==> src/inc/adc_ctrl_pkg.sv <==
package adc_ctrl_pkg;

  // Register map, one byte each on the plain port
  localparam logic [2:0] ADDR_CHANNEL_SELECT = 3'h0;
  localparam logic [2:0] ADDR_RESULT_LOW = 3'h1;
  localparam logic [2:0] ADDR_RESULT_HIGH = 3'h2;
  localparam logic [2:0] ADDR_CLOCK_CONTROL = 3'h3;
  localparam logic [2:0] ADDR_IRQ_STATUS = 3'h4;
  localparam logic [2:0] ADDR_IRQ_MASK = 3'h5;

  // Field positions
  localparam int GO_BIT = 7;
  localparam int CHAN_MSB = 4;
  localparam int CLK_SEL_MSB = 1;

  // Values after reset
  localparam logic [7:0] CHANNEL_SELECT_RESET = 8'h1f;
  localparam logic [7:0] RESULT_RESET = 8'h00;
  localparam logic [1:0] CLOCK_CONTROL_RESET = 2'h0;

  // Timing
  localparam int MCLK_HZ = 20000000;
  localparam int CONV_CLK_BASE_HZ = 256000;
  // Base period rounds down: 20 MHz / 256 kHz = 78 cycles
  localparam int CONV_BASE_DIV = MCLK_HZ / CONV_CLK_BASE_HZ;
  localparam int CONV_PERIODS = 12;
  localparam int RESULT_BITS = 10;
  localparam int CHANNELS = 24;

  // Converter sequencer states, one-hot
  typedef enum logic [2:0] {
    ST_IDLE = 3'b001,
    ST_SAMPLE = 3'b010,
    ST_CONVERT = 3'b100
  } conv_state_t;

  // Analogue side: DAC trial code and channel routing
  typedef struct packed {
    logic [RESULT_BITS-1:0] dac_code;
    logic sample;
    logic [CHANNELS-1:0] pin_route;
  } analog_ctrl_t;

endpackage

==> src/rtl/conv_clock_divider.sv <==
`timescale 1ns/1ns
// One-cycle enable at 256, 128, 64 or 32 kHz from mclk
module conv_clock_divider
  import adc_ctrl_pkg::*;
#(
  parameter int BASE_DIV = CONV_BASE_DIV
) (
  input wire logic mclk,
  input wire logic rst_n,
  input wire logic run,
  input wire logic [1:0] sel,
  output logic tick
);

  typedef struct packed {
    logic [6:0] pre;
    logic [2:0] post;
    logic tick;
  } div_state_t;

  div_state_t cur, next_cur;

  // Prescaler to 256 kHz, then power-of-two postscale
  always_comb begin
    next_cur = cur;
    next_cur.tick = 1'b0;
    if (!run) begin
      // Restart so the first period is always whole
      next_cur.pre = 7'h00;
      next_cur.post = 3'h0;
    end else if (cur.pre == 7'(BASE_DIV - 1)) begin
      next_cur.pre = 7'h00;
      if (cur.post >= 3'((1 << sel) - 1)) begin
        next_cur.post = 3'h0;
        next_cur.tick = 1'b1;
      end else begin
        next_cur.post = cur.post + 3'h1;
      end
    end else begin
      next_cur.pre = cur.pre + 7'h01;
    end
  end

  // State register
  always_ff @(posedge mclk or negedge rst_n) begin
    if (!rst_n) begin
      cur <= '0;
    end else begin
      cur <= next_cur;
    end
  end

  assign tick = cur.tick;
endmodule

==> src/rtl/sar_search.sv <==
`timescale 1ns/1ns
// Bitwise successive approximation, MSB first
module sar_search
  import adc_ctrl_pkg::*;
#(
  parameter int WIDTH = RESULT_BITS
) (
  input wire logic mclk,
  input wire logic rst_n,
  input wire logic start,
  input wire logic step,
  input wire logic comp_above,
  output logic [WIDTH-1:0] trial,
  output logic done
);

  typedef struct packed {
    logic [WIDTH-1:0] code;
    logic [WIDTH-1:0] probe;
    logic done;
  } sar_state_t;

  sar_state_t cur, next_cur;

  // Keep the probed bit when the input is at or above the trial
  always_comb begin
    next_cur = cur;
    next_cur.done = 1'b0;
    if (start) begin
      next_cur.probe = {1'b1, {(WIDTH-1){1'b0}}};
      next_cur.code = '0;
    end else if (step && cur.probe != '0) begin
      if (comp_above) begin
        next_cur.code = cur.code | cur.probe;
      end
      next_cur.probe = cur.probe >> 1;
      next_cur.done = (cur.probe[0] == 1'b1);
    end
  end

  // State register
  always_ff @(posedge mclk or negedge rst_n) begin
    if (!rst_n) begin
      cur <= '0;
    end else begin
      cur <= next_cur;
    end
  end

  // Trial word shown to the DAC; all ones reaches full scale
  assign trial = cur.code | cur.probe;
  assign done = cur.done;

endmodule

==> src/rtl/sar_adc_control.sv <==
// The address-and-strobe port and the register addresses were decided locally.
`timescale 1ns/1ns
// Contract
// - Ten-bit successive approximation, MSB first
// - Conversion takes twelve conversion-clock periods
// - Channel field picks one of 24 pins
// - Load result, then clear go flag
// - Low register: bits 1,0 at top
// - High register: result bits 9 to 2
// - Two-bit field selects 256 to 32 kHz
// - Reset values 0x1f, zero, zero
// - Only selected pin routed to converter
// - Zero and full-scale code meanings
module sar_adc_control
  import adc_ctrl_pkg::*;
(
  input wire logic mclk,
  input wire logic resetn,
  input wire logic [2:0] addr,
  input wire logic [7:0] wdata,
  input wire logic wr,
  input wire logic rd,
  output logic [7:0] rdata,
  input wire logic comp_above,
  output analog_ctrl_t analog,
  output logic irq
);

  ////////////////////////////////////////////////////////////////////////
  // Reset release

  logic rst_meta; // First stage, read only by rst_sync
  logic rst_sync; // Released copy used everywhere

  // Assert at once, release after two edges
  always_ff @(posedge mclk or negedge resetn) begin
    if (!resetn) begin
      rst_meta <= 1'b0;
      rst_sync <= 1'b0;
    end else begin
      rst_meta <= 1'b1;
      rst_sync <= rst_meta;
    end
  end

  ////////////////////////////////////////////////////////////////////////
  // Comparator input sync

  logic comp_meta; // First stage only
  logic comp_sync; // Safe for logic

  // Comparator output is analogue-timed, so two flops
  always_ff @(posedge mclk or negedge rst_sync) begin
    if (!rst_sync) begin
      comp_meta <= 1'b0;
      comp_sync <= 1'b0;
    end else begin
      comp_meta <= comp_above;
      comp_sync <= comp_meta;
    end
  end

  ////////////////////////////////////////////////////////////////////////
  // Block state

  typedef struct packed {
    conv_state_t state;
    logic go; // Go flag, also busy
    logic [CHAN_MSB:0] channel; // Channel field
    logic [CLK_SEL_MSB:0] clk_sel; // Conversion clock select
    logic [RESULT_BITS-1:0] result; // Last completed result
    logic [3:0] periods; // Conversion periods counted
    logic irq_done; // Sticky completion event
    logic irq_mask; // Mask for completion event
    logic [7:0] rdata; // Read data, one cycle later
  } ctrl_state_t;

  ctrl_state_t cur, next_cur;

  logic tick; // One conversion clock period elapsed
  logic sar_done; // Last bit decided
  logic [RESULT_BITS-1:0] trial; // Current trial code
  logic sar_start; // Clear the search
  logic sar_step; // Decide one bit

  // Channel code to a one-hot pin route; codes above 23 route nothing
  function automatic logic [CHANNELS-1:0] route_of(input logic [CHAN_MSB:0] ch);
    logic [CHANNELS-1:0] r;
    r = '0;
    if (ch < 5'(CHANNELS)) begin
      r[ch] = 1'b1;
    end
    return r;
  endfunction

  // Register read mux
  function automatic logic [7:0] read_mux(input ctrl_state_t s, input logic [2:0] a);
    logic [7:0] v;
    v = 8'h00;
    case (a)
      ADDR_CHANNEL_SELECT: v = {s.go, 2'b00, s.channel};
      ADDR_RESULT_LOW: v = {s.result[1:0], 6'b000000};
      ADDR_RESULT_HIGH: v = s.result[9:2];
      ADDR_CLOCK_CONTROL: v = {6'b000000, s.clk_sel};
      ADDR_IRQ_STATUS: v = {7'b0000000, s.irq_done};
      ADDR_IRQ_MASK: v = {7'b0000000, s.irq_mask};
      default: v = 8'h00;
    endcase
    return v;
  endfunction

  ////////////////////////////////////////////////////////////////////////
  // Next state

  always_comb begin
    next_cur = cur;
    sar_start = 1'b0;
    sar_step = 1'b0;
    next_cur.rdata = 8'h00;

    // Read data valid the cycle after the strobe
    if (rd) begin
      next_cur.rdata = read_mux(cur, addr);
      if (addr == ADDR_IRQ_STATUS) begin
        next_cur.irq_done = 1'b0;
      end
    end

    // Register writes
    if (wr) begin
      case (addr)
        ADDR_CHANNEL_SELECT: begin
          // Channel stays fixed while busy so the route holds
          if (!cur.go) begin
            next_cur.channel = wdata[CHAN_MSB:0];
            if (wdata[GO_BIT]) begin
              next_cur.go = 1'b1;
            end
          end
        end
        ADDR_CLOCK_CONTROL: begin
          if (!cur.go) begin
            next_cur.clk_sel = wdata[CLK_SEL_MSB:0];
          end
        end
        ADDR_IRQ_MASK: next_cur.irq_mask = wdata[0];
        default: begin
        end
      endcase
    end

    // Conversion sequencer
    case (cur.state)
      ST_IDLE: begin
        next_cur.periods = 4'h0;
        if (wr && addr == ADDR_CHANNEL_SELECT && !cur.go && wdata[GO_BIT]) begin
          next_cur.state = ST_SAMPLE;
          sar_start = 1'b1;
        end
      end
      ST_SAMPLE: begin
        // Two periods of sample and settle before the ten bit decisions
        if (tick) begin
          next_cur.periods = cur.periods + 4'h1;
          if (cur.periods == 4'(CONV_PERIODS - RESULT_BITS - 1)) begin
            next_cur.state = ST_CONVERT;
          end
        end
      end
      ST_CONVERT: begin
        if (tick) begin
          next_cur.periods = cur.periods + 4'h1;
          sar_step = 1'b1;
        end
        if (sar_done) begin
          // Result and go clear land together, result visible first read
          next_cur.result = trial;
          next_cur.go = 1'b0;
          next_cur.irq_done = 1'b1; // Set wins over read clear
          next_cur.state = ST_IDLE;
        end
      end
      default: next_cur.state = ST_IDLE;
    endcase
  end

  ////////////////////////////////////////////////////////////////////////
  // State register

  always_ff @(posedge mclk or negedge rst_sync) begin
    if (!rst_sync) begin
      cur <= '0;
      cur.state <= ST_IDLE;
      cur.channel <= CHANNEL_SELECT_RESET[CHAN_MSB:0];
      cur.clk_sel <= CLOCK_CONTROL_RESET;
      cur.result <= {RESULT_RESET, RESULT_RESET[1:0]};
    end else begin
      cur <= next_cur;
    end
  end

  ////////////////////////////////////////////////////////////////////////
  // Children

  conv_clock_divider u_div (
    .mclk(mclk),
    .rst_n(rst_sync),
    .run(cur.state != ST_IDLE),
    .sel(cur.clk_sel),
    .tick(tick)
  );

  sar_search u_sar (
    .mclk(mclk),
    .rst_n(rst_sync),
    .start(sar_start),
    .step(sar_step),
    .comp_above(comp_sync),
    .trial(trial),
    .done(sar_done)
  );

  ////////////////////////////////////////////////////////////////////////
  // Outputs

  assign rdata = cur.rdata;
  assign irq = cur.irq_done & cur.irq_mask;
  assign analog.dac_code = trial;
  assign analog.sample = (cur.state == ST_SAMPLE);
  // Pin goes analogue only while converting; others keep port function
  assign analog.pin_route = (cur.state != ST_IDLE) ? route_of(cur.channel) : '0;
endmodule

==> config.mk <==
export PLATFORM = sky130hd
export DESIGN_NAME = sar_adc_control
export DESIGN_NICKNAME = d
export VERILOG_FILES = /design/src/inc/adc_ctrl_pkg.sv /design/src/rtl/conv_clock_divider.sv /design/src/rtl/sar_search.sv /design/src/rtl/sar_adc_control.sv
export SDC_FILE = /design/constraint.sdc
export NUM_CORES = 1
export LEC_CHECK = 0
export CAP_MARGIN = 30
export CORE_MARGIN = 2
export CORE_UTILIZATION = 55
export DETAILED_ROUTE_END_ITERATION = 10
export DONT_BUFFER_PORTS = 1
export GPL_ROUTABILITY_DRIVEN = 0
export PLACE_DENSITY = 0.79
export SLEW_MARGIN = 20
export SYNTH_ARGS = -nofsm -noshare
export SYNTH_HDL_FRONTEND = slang
export SYNTH_SLANG_ARGS = --single-unit
==> constraint.sdc <==
create_clock -name mclk -period 4.6 [get_ports mclk]
set_input_delay 0.69 -clock mclk [delete_from_list [all_inputs] [get_ports mclk]]
set_output_delay 0.69 -clock mclk [all_outputs]
set_load 0.05 [all_outputs]
# After elaboration in Yosys (flattened, before gate mapping)
# Index checks and enable logic that the tools add are counted.
dict set report word_totals {
  mem_count 0
  mem_bits_ro 0
  inputBits 16
  elab_cells 105
  out_inout_bits 44
  regBits 71
  latchBits 0
  ramBits 0
}
dict set report classes {
  add_sub_neg 4
  multipliers 0
  muxes 38
  n_eq_ne 17
  n_reduce_logical 19
  shifts 1
  div 0
  n_lt_le_gt_ge 4
  bitwise_logic 3
}
# operator n
set ops {}
lappend ops {{2-to-1 mux 24 bit} 2}
lappend ops {{case mux 8 bit (6 select lines)} 1}
lappend ops {{2-to-1 mux 21 bit} 1}
lappend ops {{2-to-1 mux 10 bit} 2}
lappend ops {{2-to-1 mux 20 bit} 1}
lappend ops {{2-to-1 mux 8 bit} 2}
lappend ops {{2-to-1 mux 1 bit} 14}
lappend ops {{2-to-1 mux 3 bit} 4}
lappend ops {{2-to-1 mux 4 bit} 3}
lappend ops {{2-to-1 mux 6 bit} 2}
lappend ops {{bitwise OR 10 bit} 1}
lappend ops {{nonzero test 10 bit} 1}
lappend ops {{== test 3 x 2 -> 1 bit (second input constant)} 3}
lappend ops {{== test 3 bit (second input constant)} 3}
lappend ops {{case mux 3 bit (3 select lines)} 1}
lappend ops {{!= test 2 x 1 -> 1 bit (second input constant)} 4}
lappend ops {{case mux 4 bit (2 select lines)} 1}
lappend ops {{AND reduction 2 bit} 4}
lappend ops {{adder 7 x 1 -> 7 bit (second input constant)} 1}
lappend ops {{== test 7 bit (second input constant)} 1}
lappend ops {{2-to-1 mux 7 bit} 1}
lappend ops {{== test 3 x 1 -> 1 bit (second input constant)} 2}
lappend ops {{< comparator 5 x 6 -> 1 bit (second input constant)} 1}
lappend ops {{AND reduction 3 bit} 2}
lappend ops {{other kinds (20)} 28}

# Longest topological paths before layout
dict set report depth {
  word_depth 8
  depth_mapped 7
  depth_no_buf 6
}

# Cells and area by module
# From an unflattened synthesis, not the netlist that was laid out.
dict set report hier_totals {
  cells_unflattened 340
  area_unflattened_um2 3602.2
}
# mod cells_each seq_area_each_um2 area_per_inst_um2 n_inst
set by_module_without_submodules {}
lappend by_module_without_submodules {sar_adc_control 203 983.4 2078.2 1}
lappend by_module_without_submodules {sar_search 78 525.5 909.6 1}
lappend by_module_without_submodules {conv_clock_divider 59 275.3 614.3 1}

# Worst setup path before layout
# OpenSTA, ideal clock, no wires.
dict set report synth_timing {
  kind {register to output}
  startpoint {register cur[28] (netlist bit)}
  endpoint {output port analog[4] (netlist bit)}
  path_buffers 0
  stages_incl_launch_ff 3
  setup_slack_ns 2.210
  t_required_ns 3.910
  t_arrival_ns 1.700
  cell_sequence {dfstp_2 -> or3b_2 -> nor2_1}
}
# item line_no
set synth_rtl {}
lappend synth_rtl {{start: declaration} sar_adc_control.sv:78} ;# ctrl_state_t cur, next_cur;
lappend synth_rtl {{start signal: assignment} sar_adc_control.sv:198} ;# cur <= next_cur;
lappend synth_rtl {{end: declaration} sar_adc_control.sv:25} ;# output analog_ctrl_t analog,

==> reports/metrics.csv <==
metric;value;unit
run status;finished, final reports clean;
Final Non-Filler Cells;421;
Clock transition at path regs;0.08;ns
post-layout min period;3.074;ns
CP Launch Type;register;
area of the core;6241;um^2
final hold vios;0;
share of cells above drive strength 1;17.15;%
Final Util;59.06;%
clk_lat worst skew;0.34;ns
Initial Util;56.07;%
Syn Area/Cell;10.06;um^2
total CTS buffers;9;
synth warn;0;
synth top area cells;dfrtp_1, nor2_1, mux2_2, dfstp_2, nand2_1;
Synth Register Bits;71;
RSZ-0062 raised after global routing;no;
final wirelength;7.010;mm
fill count;520;
# diodes;0;
Period Utilization, post-route;66.82;%
postcts setup bufs;0;
synthesized cell area;3500;um^2
row count;29;
Ports;60;
hold_buf cts;0;
first-pass GRT wire length;11.81;mm
Avg WL per Cell;16.65;um
Slew Viols, Final;0;
maximum fanout along the worst path;17;
worst hold slack;0.3602;ns
Flop pwr share;48.3;%
number of flops mapped to enable cells by yosys;0;
number of global-route vias before repair;2408;
Clock power frac;34.3;%
multi-input combinational cell area;1551;um^2
Hold Path Class;register to register;
Distinct cells, synth;52;
H-tree Lvls;3;
Final nets;363;
Synth area leader;dfrtp_1;
port bufs;0;
Critical Path AT;2.38;ns
R2R depth;3;
clk root buf;clkbuf_8;
Slew @ Worst Pin;0.9070;ns
PwrDens;401.6;nW/um^2
Critical path destination;analog[0];
DRT iter0 DRCs;123;
Resized cells post-CTS;0;
Net Count, Synth;372;
total gr overflow;0;
vias per inst;5.765;
CTS tree;yes;
Sw Ratio;32.35;%
reg-to-reg endpoint;u_sar.cur[12];
maximum VDD drop;0.3531;mV
Leak;0.001597;uW
area grow syn2layout;5.327;%
register area share after synthesis;50.98;%
combinational share of power;17.5;%
initial antenna violation count;0;
Final TNS setup;0;ns
Slew HR;39.27;%
GRT Util Overall;21.47;%
Clock Skew;0.01011;ns
Syn Inst Count;348;
post-synth top area share;46.48;%
Top FF cell, synth;dfrtp_1;
die height;83.77;um
Power Total;1480;uW
critical path endpoint category;output pin;
Vias;2427;
DRC violations left;0;
switching pwr;478.8;uW
Post-synth ARST share;100.0;%
kind of critical path;register to output pin;
Cell Int Power;1001;uW
max-cap violation count;0;
First-pass DRT Iterations;4;
sequential cell area;1785;um^2
pin count of the biggest net entering global routing;70;
Die Wd;83.77;um
die area;7017;um^2
DPL Wire Length;4.924;mm
r2r setup slk;2.36;ns
top-count cell post-synth;dfrtp_1;
Cells after DPL;404;
Setup Viol. Count Final;0;
FMAX;325.3;MHz
DRT antenna net count;0;
synth cell count leaders;dfrtp_1, nor2_1, nand2_1;
maximum buffer depth of the clock tree;2;
Req. time, crit path;3.91;ns
Critical Path Source;cur[34];
Critical R2R Launch;cur[32];
CTS sink cnt;71;
==> state kept, by name (all words and copies together), names as in the netlist <==
register,count
u_div.tick,1
u_sar.cur,20
rst_sync,1
u_div.cur,10
rst_meta,1
u_sar.done,1
rdata,8
cur,27
comp_meta,1
comp_sync,1
==> per-layer routing <==
metal / global-route usage, % / vias up / share of wire, %
met4: 8.651 / 0 / 1.9
met5: 0 / - / 0
met2: 33.09 / 59 / 48
li1: - / 1174 / -
met1: 27.91 / 1184 / 45
met3: 7.418 / 10 / 5.3
==> area by class of cell <==
cell class | instances | area share (%)
clock buffers | 10 | 3.734
clock inverters | 6 | 1.833
inverters | 8 | 0.8147
multi-input cells | 247 | 42.09
flip-flops and latches | 71 | 48.44
well taps | 77 | 2.614
repair buffers | 2 | 0.4752
==> per-stage QoR <==
step                cell area [um^2]  setup WS (ns)
floorplan                       3500          2.210
global placement                3471          1.916
detailed placement              3471          1.885
CTS                             3676          1.506
global route                    3686          1.376
finish                          3686          1.526
==> power by group through the flow <==
stage          Combinational, uW  Clock [uW]  Sequential (uW)
4_1_cts                      259         518              714
2_1_floorplan                234           0              714
5_1_grt                      279         550              724
3_3_place_gp                 253           0              723
6_report                     258         507              714
3_5_place_dp                 258           0              726
==> cells by family after synthesis <==
kind of cell	synth area share [%]
mux	7.186
xor+xnor	1.252
flops	50.98
other cells	0.1072
simple gates	23.70
fa+ha+maj	2.860
buf+inv	4.827
compound gates	9.082
==> worst max-delay path: stages (launching register included) <==
cell	delay, ns
dfrtp_1	0.67
nor3b_2	0.19
or3_1	0.45
nor2_1	0.73
==> worst min-delay path by stage <==
stage / slack, ns / from / endpoint / cells after the start
3_3_place_gp: 0.34 / rst_meta / rst_sync / 0
3_5_place_dp: 0.34 / rst_meta / rst_sync / 0
6_report: 0.36 / rst_meta / rst_sync / 0
5_1_grt: 0.33 / comp_above / comp_meta / 0
4_1_cts: 0.008 / resetn / rst_sync / 0
2_1_floorplan: 0.33 / comp_meta / comp_sync / 0
==> cells in the final DEF (no fill, tap or decap), types with 4 or more instances in the layout <==
master,count
nor2_1,53
dfrtp_1,64
o22ai_1,6
nand3_1,14
nor2b_1,7
nand2_1,36
inv_1,8
nand3b_1,5
mux2i_1,6
a21oi_1,20
nand2b_1,5
mux2_2,17
a22o_1,4
and3_1,4
ha_1,8
dfstp_2,6
or2_2,12
clkbuf_8,10
No activity file was read; power rests on OpenSTA's default activity.
